## src/core/rtu_pkg.sv

```systemverilog
// constants, state codes and the crc step for the rtu slave frame handler
// assumes a 20 MHz system clock and a byte-wide uart on the same clock
package rtu_pkg;
  // station addressing
  localparam logic [7:0] RTU_BCAST_ADDR = 8'h00; // reaches every station
  localparam logic [7:0] RTU_MIN_STATION = 8'h01;
  localparam logic [7:0] RTU_MAX_STATION = 8'hF7;
  // operation codes
  localparam logic [7:0] RTU_FN_READ = 8'h03;
  localparam logic [7:0] RTU_FN_WRITE = 8'h06;
  localparam logic [7:0] RTU_FN_ERR_FLAG = 8'h80; // or-ed into error replies
  // error cause codes
  localparam logic [7:0] RTU_EC_FUNC = 8'h01;
  localparam logic [7:0] RTU_EC_ADDR = 8'h02;
  localparam logic [7:0] RTU_EC_DATA = 8'h03;
  localparam logic [7:0] RTU_EC_BUSY = 8'h04;
  // crc
  localparam logic [15:0] RTU_CRC_INIT = 16'hFFFF;
  localparam logic [15:0] RTU_CRC_POLY = 16'hA001;
  localparam logic [15:0] RTU_CRC_RESIDUE = 16'h0000; // crc over frame+crc
  // request layout, byte index within the frame
  localparam int RTU_REQ_BYTES = 8;
  localparam int RTU_IX_ADDR = 0;
  localparam int RTU_IX_FUNC = 1;
  localparam int RTU_IX_RA_HI = 2;
  localparam int RTU_IX_RA_LO = 3;
  localparam int RTU_IX_CN_HI = 4; // word count, or data on a write
  localparam int RTU_IX_CN_LO = 5;
  localparam int RTU_MAX_WORDS = 12;
  localparam int RTU_ERR_LEN = 3; // addr, flagged func, cause
  localparam int RTU_RD_HDR_LEN = 3; // addr, func, byte count
  localparam int RTU_WR_ECHO_LEN = 6; // addr, func, address, data
  // timing: idle gap is 3.5 characters, kept here as 7 half characters
  localparam longint RTU_CLK_HZ = 20_000_000;
  localparam longint RTU_BAUD_DEF = 9600;
  localparam longint RTU_CHAR_BITS = 11;
  localparam longint RTU_GAP_HALF_CHARS = 7;
  // least time, so rounded up to whole cycles
  localparam longint RTU_GAP_CYCLES_DEF =
    (RTU_CLK_HZ * RTU_CHAR_BITS * RTU_GAP_HALF_CHARS + 2 * RTU_BAUD_DEF - 1)
    / (2 * RTU_BAUD_DEF);

  // one-hot frame handler states
  typedef enum logic [5:0] {
    ST_IDLE = 6'b000001,
    ST_CHECK = 6'b000010,
    ST_ACCESS = 6'b000100,
    ST_SEND = 6'b001000,
    ST_CRC_LO = 6'b010000,
    ST_CRC_HI = 6'b100000
  } rtu_state_type;

  // one byte folded into the crc, eight lsb-first shifts
  function automatic logic [15:0] rtu_crc_step(input logic [15:0] crc,
                                               input logic [7:0] b);
    logic [15:0] c;
    c = crc ^ {8'h00, b};
    for (int i = 0; i < 8; i++) begin
      if (c[0]) begin
        c = (c >> 1) ^ RTU_CRC_POLY;
      end else begin
        c = c >> 1;
      end
    end
    return c;
  endfunction : rtu_crc_step
endpackage : rtu_pkg

```

## src/core/rtu_strm_if.sv

```systemverilog
// byte stream carrier between the frame handler and its output buffer
// assumes both ends share one clock
`timescale 1ns/10ps
interface rtu_strm_if #(parameter int WIDTH = 8);
  logic valid; // source offers data
  logic ready; // sink takes it this cycle
  logic [WIDTH-1:0] data; // payload
  modport src (output valid, output data, input ready);
  modport snk (input valid, input data, output ready);
endinterface : rtu_strm_if

```

## src/core/rtu_frame_handler.sv

```systemverilog
// slave side frame handler for an rtu serial link
// assumes a uart on the same clock delivers and takes bytes, and a
// parameter store answers access requests with a one-cycle acknowledge
// Summary of operation
// - station 1..247 own, 0 is broadcast
// - broadcast requests executed, never answered
// - idle over 3.5 characters ends frame
// - drive line only while replying
// - transmit only in answer to a request
// - own-address requests with a good crc get a reply while station_id is 1..247
// - 0x03 reads words, 0x06 writes one
// - only 16-bit word transfers
// - read count limited to twelve words
// - parameter address sent high byte first
// - read count field, high byte first
// - write carries no count, one word
// - data words high byte first
// - faults produce an error reply instead
// - causes 01 op, 02 addr, 03 data, 04 busy
// - crc16 from all ones, reflected polynomial
// - crc appended low byte then high
// - received crc checked, mismatch is error
`timescale 1ns/10ps
module rtu_frame_handler import rtu_pkg::*; #(
  parameter longint GAP_CYCLES = RTU_GAP_CYCLES_DEF,
  parameter int MAX_WORDS = RTU_MAX_WORDS
) (
  input wire logic clk,
  input wire logic rst_b,
  input wire logic [7:0] station_id,
  input wire logic [7:0] rx_data,
  input wire logic rx_valid,
  output logic [7:0] tx_data,
  output logic tx_valid,
  input wire logic tx_ready,
  input wire logic tx_busy,
  output logic tx_en,
  output logic par_req,
  output logic par_we,
  output logic [15:0] par_addr,
  output logic [15:0] par_wdata,
  input wire logic par_ack,
  input wire logic [15:0] par_rdata,
  input wire logic par_fail,
  input wire logic [7:0] par_fail_code,
  output logic crc_err,
  output logic frame_drop
);
  localparam int GW = $clog2(GAP_CYCLES + 1);
  localparam int IW = 5; // reply byte index, reaches 3 + 2 * 12

  rtu_strm_if #(.WIDTH(8)) push_s (); // handler to buffer
  rtu_strm_if #(.WIDTH(8)) pop_s (); // buffer to uart

  rtu_state_type state_q; // frame handler state
  logic [GW-1:0] gap_q; // idle cycles since last byte
  logic frame_end; // gap expired with bytes held
  logic [7:0] rx_mem_q [RTU_REQ_BYTES]; // request bytes
  logic [3:0] rx_cnt_q; // bytes in current frame
  logic rx_ovf_q; // frame longer than any request
  logic [15:0] crc_rx_q; // running crc of received bytes
  logic [15:0] crc_tx_q; // running crc of reply bytes
  logic [15:0] words_q [MAX_WORDS]; // words read for the reply
  logic [3:0] word_n_q; // words asked for
  logic [3:0] word_ix_q; // word being accessed
  logic bcast_q; // request was a broadcast
  logic rep_err_q; // reply is an error reply
  logic [7:0] err_code_q; // cause carried by the error reply
  logic [IW-1:0] tx_ix_q; // reply byte index
  logic [IW-1:0] rep_len; // reply length without crc
  logic [7:0] rep_byte; // reply byte at tx_ix_q
  logic pushed; // a reply byte entered the buffer
  logic buf_empty; // nothing left in the buffer
  logic [15:0] req_addr; // parameter address of the request
  logic [15:0] req_cnt; // count or write data field
  logic [7:0] req_func; // operation code
  logic [7:0] req_station; // destination station

  // request fields, two-byte fields high byte first
  assign req_station = rx_mem_q[RTU_IX_ADDR];
  assign req_func = rx_mem_q[RTU_IX_FUNC];
  assign req_addr = {rx_mem_q[RTU_IX_RA_HI], rx_mem_q[RTU_IX_RA_LO]};
  assign req_cnt = {rx_mem_q[RTU_IX_CN_HI], rx_mem_q[RTU_IX_CN_LO]};

  // gap timer; restarts on every byte, holds at the limit
  always_ff @(posedge clk) begin
    if (!rst_b) begin
      gap_q <= '0;
    end else if (rx_valid) begin
      gap_q <= '0;
    end else if (gap_q != GW'(GAP_CYCLES)) begin
      gap_q <= GW'(gap_q + 1'b1);
    end
  end
  // silence longer than 3.5 characters closes the frame
  assign frame_end = (gap_q == GW'(GAP_CYCLES - 1)) && !rx_valid
                     && (rx_cnt_q != '0) && (state_q == ST_IDLE);

  // byte collection, only while idle; the master must wait for our reply
  always_ff @(posedge clk) begin
    if (!rst_b) begin
      rx_cnt_q <= '0;
      rx_ovf_q <= 1'b0;
      crc_rx_q <= RTU_CRC_INIT;
    end else if (state_q == ST_CHECK) begin
      // cleared only after the check has read the count and the crc
      rx_cnt_q <= '0;
      rx_ovf_q <= 1'b0;
      crc_rx_q <= RTU_CRC_INIT;
    end else if (state_q == ST_IDLE && rx_valid) begin
      crc_rx_q <= rtu_crc_step(crc_rx_q, rx_data);
      if (rx_cnt_q == 4'(RTU_REQ_BYTES)) begin
        rx_ovf_q <= 1'b1; // too long for any supported request
      end else begin
        rx_cnt_q <= 4'(rx_cnt_q + 1'b1);
      end
    end
  end

  // request byte store, addressed by arrival index
  always_ff @(posedge clk) begin
    if (state_q == ST_IDLE && rx_valid && !frame_end
        && rx_cnt_q != 4'(RTU_REQ_BYTES)) begin
      rx_mem_q[rx_cnt_q[2:0]] <= rx_data;
    end
  end

  // frame handler sequence
  always_ff @(posedge clk) begin
    if (!rst_b) begin
      state_q <= ST_IDLE;
      bcast_q <= 1'b0;
      rep_err_q <= 1'b0;
      err_code_q <= '0;
      word_n_q <= '0;
      word_ix_q <= '0;
      tx_ix_q <= '0;
      crc_err <= 1'b0;
      frame_drop <= 1'b0;
    end else begin
      crc_err <= 1'b0;
      frame_drop <= 1'b0;
      case (state_q)
        ST_IDLE: begin
          // nothing is sent unless a frame arrives first
          if (frame_end) begin
            state_q <= ST_CHECK;
          end
        end
        ST_CHECK: begin
          bcast_q <= (req_station == RTU_BCAST_ADDR);
          word_ix_q <= '0;
          tx_ix_q <= '0;
          rep_err_q <= 1'b0;
          if (crc_rx_q != RTU_CRC_RESIDUE) begin
            crc_err <= 1'b1;
            frame_drop <= 1'b1;
            state_q <= ST_IDLE;
          end else if (req_station != RTU_BCAST_ADDR
                       && (req_station != station_id
                           || station_id < RTU_MIN_STATION
                           || station_id > RTU_MAX_STATION)) begin
            frame_drop <= 1'b1;
            state_q <= ST_IDLE;
          end else if (rx_ovf_q || rx_cnt_q != 4'(RTU_REQ_BYTES)) begin
            // wrong length for a word request: malformed data
            rep_err_q <= 1'b1;
            err_code_q <= RTU_EC_DATA;
            state_q <= (req_station == RTU_BCAST_ADDR) ? ST_IDLE : ST_SEND;
          end else if (req_func == RTU_FN_READ) begin
            if (req_cnt == '0 || req_cnt > 16'(MAX_WORDS)) begin
              rep_err_q <= 1'b1;
              err_code_q <= RTU_EC_DATA;
              state_q <= (req_station == RTU_BCAST_ADDR) ? ST_IDLE
                                                         : ST_SEND;
            end else begin
              word_n_q <= req_cnt[3:0];
              state_q <= ST_ACCESS;
            end
          end else if (req_func == RTU_FN_WRITE) begin
            word_n_q <= 4'h1;
            state_q <= ST_ACCESS;
          end else begin
            // byte and bit operations fall here as unsupported
            rep_err_q <= 1'b1;
            err_code_q <= RTU_EC_FUNC;
            state_q <= (req_station == RTU_BCAST_ADDR) ? ST_IDLE : ST_SEND;
          end
        end
        ST_ACCESS: begin
          if (par_ack) begin
            if (par_fail) begin
              rep_err_q <= 1'b1;
              // a store without its own cause reports "cannot process"
              err_code_q <= (par_fail_code == '0) ? RTU_EC_BUSY
                                                  : par_fail_code;
              state_q <= bcast_q ? ST_IDLE : ST_SEND;
            end else if (word_ix_q == 4'(word_n_q - 1'b1)) begin
              state_q <= bcast_q ? ST_IDLE : ST_SEND;
            end else begin
              word_ix_q <= 4'(word_ix_q + 1'b1);
            end
          end
        end
        ST_SEND: begin
          // every own-address request with a good crc reaches here and gets its reply, if station_id is 1..247
          if (pushed) begin
            tx_ix_q <= IW'(tx_ix_q + 1'b1);
            if (tx_ix_q == IW'(rep_len - 1'b1)) begin
              state_q <= ST_CRC_LO;
            end
          end
        end
        ST_CRC_LO: begin
          if (pushed) begin
            state_q <= ST_CRC_HI;
          end
        end
        ST_CRC_HI: begin
          if (pushed) begin
            state_q <= ST_IDLE;
          end
        end
        default: begin
          state_q <= ST_IDLE;
        end
      endcase
    end
  end

  // read words captured as they are acknowledged
  always_ff @(posedge clk) begin
    if (state_q == ST_ACCESS && par_ack && !par_fail && !par_we) begin
      words_q[word_ix_q] <= par_rdata;
    end
  end

  // parameter store request; held until acknowledged
  assign par_req = (state_q == ST_ACCESS);
  assign par_we = (req_func == RTU_FN_WRITE);
  // consecutive words follow the start address; wrap is the master's care
  assign par_addr = 16'(req_addr + {12'h000, word_ix_q});
  assign par_wdata = req_cnt;

  // reply byte selection by index
  always_comb begin
    logic [4:0] off;
    logic [15:0] w;
    off = 5'(tx_ix_q - 5'(RTU_RD_HDR_LEN));
    w = words_q[off[4:1]];
    rep_byte = 8'h00;
    rep_len = IW'(RTU_WR_ECHO_LEN);
    if (rep_err_q) begin
      rep_len = IW'(RTU_ERR_LEN);
      if (tx_ix_q == IW'(RTU_IX_ADDR)) begin
        rep_byte = req_station;
      end else if (tx_ix_q == IW'(RTU_IX_FUNC)) begin
        rep_byte = req_func | RTU_FN_ERR_FLAG;
      end else begin
        rep_byte = err_code_q;
      end
    end else if (req_func == RTU_FN_READ) begin
      rep_len = IW'(5'(RTU_RD_HDR_LEN) + {word_n_q, 1'b0});
      if (tx_ix_q == IW'(RTU_IX_ADDR)) begin
        rep_byte = req_station;
      end else if (tx_ix_q == IW'(RTU_IX_FUNC)) begin
        rep_byte = req_func;
      end else if (tx_ix_q == IW'(RTU_RD_HDR_LEN - 1)) begin
        rep_byte = {3'b000, word_n_q, 1'b0}; // byte count
      end else begin
        rep_byte = off[0] ? w[7:0] : w[15:8];
      end
    end else begin
      // write reply echoes the request without its crc
      rep_byte = rx_mem_q[tx_ix_q[2:0]];
    end
  end

  // bytes into the buffer, crc low byte first then high
  always_comb begin
    push_s.valid = (state_q == ST_SEND) || (state_q == ST_CRC_LO)
                   || (state_q == ST_CRC_HI);
    if (state_q == ST_CRC_LO) begin
      push_s.data = crc_tx_q[7:0];
    end else if (state_q == ST_CRC_HI) begin
      push_s.data = crc_tx_q[15:8];
    end else begin
      push_s.data = rep_byte;
    end
  end
  assign pushed = push_s.valid & push_s.ready;

  // reply crc, restarted per frame, fed with each body byte
  always_ff @(posedge clk) begin
    if (!rst_b) begin
      crc_tx_q <= RTU_CRC_INIT;
    end else if (state_q == ST_CHECK) begin
      crc_tx_q <= RTU_CRC_INIT;
    end else if (state_q == ST_SEND && pushed) begin
      crc_tx_q <= rtu_crc_step(crc_tx_q, rep_byte);
    end
  end

  // buffer absorbs uart stalls so no reply byte is lost
  rtu_pipe2 #(.WIDTH(8), .DEPTH(2)) u_pipe (
    .clk(clk),
    .rst_b(rst_b),
    .in_s(push_s),
    .out_s(pop_s),
    .empty(buf_empty)
  );
  assign tx_data = pop_s.data;
  assign tx_valid = pop_s.valid;
  assign pop_s.ready = tx_ready;

  // driver enable: only while a reply is pending or still shifting out
  always_ff @(posedge clk) begin
    if (!rst_b) begin
      tx_en <= 1'b0;
    end else begin
      tx_en <= push_s.valid || !buf_empty || tx_busy;
    end
  end
endmodule : rtu_frame_handler

```

## src/core/rtu_pipe2.sv

```systemverilog
// small fifo in the reply byte path, two entries by default
// assumes one clock; upstream and downstream use valid/ready
`timescale 1ns/10ps
module rtu_pipe2 #(
  parameter int WIDTH = 8,
  parameter int DEPTH = 2
) (
  input wire logic clk,
  input wire logic rst_b,
  rtu_strm_if.snk in_s,
  rtu_strm_if.src out_s,
  output logic empty
);
  localparam int AW = (DEPTH > 1) ? $clog2(DEPTH) : 1;
  localparam int CW = $clog2(DEPTH + 1);

  logic [WIDTH-1:0] mem_q [DEPTH]; // entry storage
  logic [AW-1:0] wr_q; // write index
  logic [AW-1:0] rd_q; // read index
  logic [CW-1:0] cnt_q; // entries held
  logic push; // word taken in
  logic pop; // word handed out

  // honest full and empty from the count
  assign in_s.ready = (cnt_q != CW'(DEPTH));
  assign out_s.valid = (cnt_q != '0);
  assign out_s.data = mem_q[rd_q];
  assign empty = (cnt_q == '0);
  assign push = in_s.valid & in_s.ready;
  assign pop = out_s.valid & out_s.ready;

  // index wrap shared by both pointers
  function automatic logic [AW-1:0] nxt(input logic [AW-1:0] p);
    return (p == AW'(DEPTH - 1)) ? '0 : AW'(p + 1'b1);
  endfunction : nxt

  // storage writes
  always_ff @(posedge clk) begin
    if (push) begin
      mem_q[wr_q] <= in_s.data;
    end
  end

  // pointers and count
  always_ff @(posedge clk) begin
    if (!rst_b) begin
      wr_q <= '0;
      rd_q <= '0;
      cnt_q <= '0;
    end else begin
      if (push) begin
        wr_q <= nxt(wr_q);
      end
      if (pop) begin
        rd_q <= nxt(rd_q);
      end
      if (push && !pop) begin
        cnt_q <= CW'(cnt_q + 1'b1);
      end else if (pop && !push) begin
        cnt_q <= CW'(cnt_q - 1'b1);
      end
    end
  end
endmodule : rtu_pipe2

```

## config.mk

```make
export PLATFORM = sky130hd
export DESIGN_NAME = rtu_frame_handler
export DESIGN_NICKNAME = d
export VERILOG_FILES = /design/src/core/rtu_pkg.sv /design/src/core/rtu_strm_if.sv /design/src/core/rtu_frame_handler.sv /design/src/core/rtu_pipe2.sv
export SDC_FILE = /design/constraint.sdc
export NUM_CORES = 1
export LEC_CHECK = 0
export BUFFER_PORTS_ARGS = -buffer_cell sky130_fd_sc_hd__buf_2
export CAP_MARGIN = 10
export CELL_PAD_IN_SITES_DETAIL_PLACEMENT = 0
export CELL_PAD_IN_SITES_GLOBAL_PLACEMENT = 1
export CORE_MARGIN = 2
export CORE_UTILIZATION = 45
export DETAILED_ROUTE_END_ITERATION = 6
export PLACE_DENSITY = 0.85
export SLEW_MARGIN = 30
export SYNTH_ARGS = -nofsm -noshare
export SYNTH_HDL_FRONTEND = slang
export SYNTH_SLANG_ARGS = --single-unit
```

## constraint.sdc

```tcl
create_clock -name clk -period 7.5 [get_ports clk]
set_input_delay 1.125 -clock clk [delete_from_list [all_inputs] [get_ports clk]]
set_output_delay 1.125 -clock clk [all_outputs]
set_load 0.02 [all_outputs]
```

==> results.ini <==
[global_routing]
grt_pass1_vias=11800
track_usage_pct=22.8
antenna_found_initial=0
grt_max_degree=41
overflow=0
grt_pass1_wl_mm=71.1

[cts]
cts_made_buffers=39
insertion_delay_ns=0.54
cts_setup_buffers=0
root_buffer=clkbuf_16
ctsResizeCount=0
cts_htree_levels=2
ctsHoldBuffers=0
clk_pin_slew_worst_paths_ns=0.06
cts_tree=built
cts_buffer_depth=3
clock_sinks=366

[placed_design]
dp.cells=1956
place.gp.congestion=0.883
port_buffers=92
place_area_um2=18300
dp_hpwl_mm=31.5

[timing]
final-max-slew-violation-count=0
tns_ns=0
finalClockSkew_ns=0.0149
relSlewSlack_pct=33.1
hold_viol=0
worstMarginPinSlew_ns=0.999
final-setup-viol-count=0
fmax_mhz=190
fin_crit_sh_pct=70.2
rsz0062_at_grt=false
period_minus_slack_ns=5.27

[synth]
synth_edf_count=272
avgSynthCellArea_um2=12.3
synth-async-reset-ratio_pct=0
ys_seq_elements=366
ys_top_cells_by_area=edfxtp_1, dfxtp_1, mux4_2
synth_top_area_cell=edfxtp_1
ys_warn_count=0
synthCells=1407
yosysTopAreaCellShare_pct=47.1
syn_nets=1476
seq_area_frac_synth_pct=58.0
synth_cell_type_count=93
syn_area_um2=17300
synthFlopType=edfxtp_1

[setup_path]
crit_path_end_kind=flop
required_ns=7.92
cp_max_fo=35
r2r_cells=11
arrival_ns=5.68
worst-setup-path-type=reg2reg
start_kind=flop

[floorplanning]
die_w_um=200
rows=71
die_h_um=200
core_area_um2=37800
ioPinCount=93
start_util_pct=45.8
die_area_um2=40100

[cells_and_area]
layout-drive-gt1-share_pct=17.4
instances_no_fill=2029
postLayoutCoreUtil_pct=52.0
finish.net_count=1556
regArea_um2=10000
multi_input_area_um2=6910
fillers=3248
fin_area_um2=19700
area_delta_synth_final_pct=13.4

[run]
cap_violations=0

[route]
routedWlPerCell_um=22.7
vias_per_cell=5.94
drtPass1Iterations=5
ant_nets=0
wirelength_mm=46.1
routed-via-count=12000
drt-initial-drc-count=1231
drc=0

[power]
powerDensity_nw_per_um2=228
p_leak_nw=6.85
peakVddDrop_v=0.000159

[min_path]
holdPathStages=2
hold_path_class=reg2reg

[outcome]
status=finished, final reports clean

-- synthesized netlist by cell type, types with 7 or more instances --
master and number:
o21ai_1 7, mux4_2 39, o21ai_0 33, a21boi_0 12, nand2b_1 14, or3_1 9
nand2_1 139, and2_1 24, inv_1 33, a211oi_1 12, mux2i_1 43, ha_1 21
clkbuf_1 53, nor3_1 37, nor2_1 96, nor4_1 24, nor3b_1 15, nor2b_1 14
nand3b_1 14, edfxtp_1 272, a31oi_1 21, dfxtp_1 94, o22ai_1 8, mux2_2 19
xnor2_1 55, xor2_1 42, buf_2 12, nand4_1 9, and3_1 11, a21oi_1 35
nand3_1 47, o211ai_1 31
-- metrics by stage --
step | power [mW] | setup slack [ns] | hold WS, ns
after CTS | 4.52 | 2.33 | 0.489
after detailed placement | 2.54 | 2.35 | 0.482
after global placement | 2.53 | 2.54 | 0.454
after floorplan | 2.45 | 3.39 | 0.441
final | 4.49 | 2.23 | 0.486
after global routing | 4.63 | 2.01 | 0.506
-- registers in the layout, indices dropped and copies added (netlist names), 5 cells and up, named ones only --
signal and count:
words_q 192, err_code_q 8, tx_ix_q 5, gap_q 17, state_q 6, rx_mem_q 64
u_pipe.mem_q 16, crc_rx_q 16, crc_tx_q 16
-- logic make-up after synthesis --
kind of cell / share of synthesized area, %
compound gates: 9.19
xor+xnor: 5.91
fa+ha+maj: 1.63
buf+inv: 2.47
flops: 58.0
mux: 8.91
simple gates: 13.9
-- final cells by class --
cell class	instances	share of cell area [%]
Antenna cell	1	0.0127
Inverter	35	0.668
Timing Repair Buffer	110	3.05
Clock buffer	48	5.35
Multi-Input combinational cell	935	35.1
Clock inverter	23	1.42
Tap cell	511	3.25
Sequential cell	366	51.1
-- power by group --
part	leakage (nW)	switching (mW)	total (mW)	internal, mW
registers	3.21	0.0334	2.23	2.20
logic	2.99	0.148	0.265	0.117
clock network	0.654	0.784	1.99	1.21
total	6.85	0.966	4.49	3.53
-- final timing paths --
kind	from	to	slack, ns
max	tx_ix_q[1]	crc_tx_q[0]	2.23
min	crc_tx_q[9]	crc_tx_q[1]	0.49
max reg2reg	tx_ix_q[1]	crc_tx_q[0]	2.23
min reg2reg	crc_tx_q[9]	crc_tx_q[1]	0.49
-- layout by cell type, fill, tap and decap left out, types with 7 or more instances in the layout --
cell type	count
a211oi_1	12
a21boi_0	12
a21oi_1	34
a31oi_1	21
and2_1	18
and3_1	7
buf_2	92
buf_4	17
clkbuf_1	7
clkbuf_16	41
clkinv_2	10
dfxtp_1	94
edfxtp_1	272
ha_1	20
inv_1	33
mux2_2	19
mux2i_1	43
mux4_2	39
nand2_1	139
nand2b_1	14
nand3_1	47
nand3b_1	14
nand4_1	9
nor2_1	96
nor2b_1	14
nor3_1	33
nor3b_1	15
nor4_1	24
o211ai_1	31
o21ai_0	33
o21ai_1	7
o22ai_1	8
or3_1	9
xnor2_1	54
xor2_1	42
-- layer usage --
| metal | vias to the layer above | routed length [um] | track usage, % |
|---|---|---|---|
| met4 | 0 | 1240 | 6.85 |
| li1 | 5457 | - | - |
| met1 | 5946 | 19500 | 32.2 |
| met3 | 82 | 3820 | 3.35 |
| met5 | - | 0 | 0 |
| met2 | 564 | 21500 | 36.5 |
-- critical path: stages (launching register included) --
cell     delay [ns]
dfxtp_1        0.73
inv_1          0.16
ha_2           0.92
buf_4          0.56
nor2_1         0.14
a22o_1         0.25
o31a_1         0.32
o41ai_2        0.53
xor3_1         0.51
xnor2_1        0.35
xnor3_1        0.38
o31a_1         0.23
Note: power is estimated with default switching activity, not from simulation.
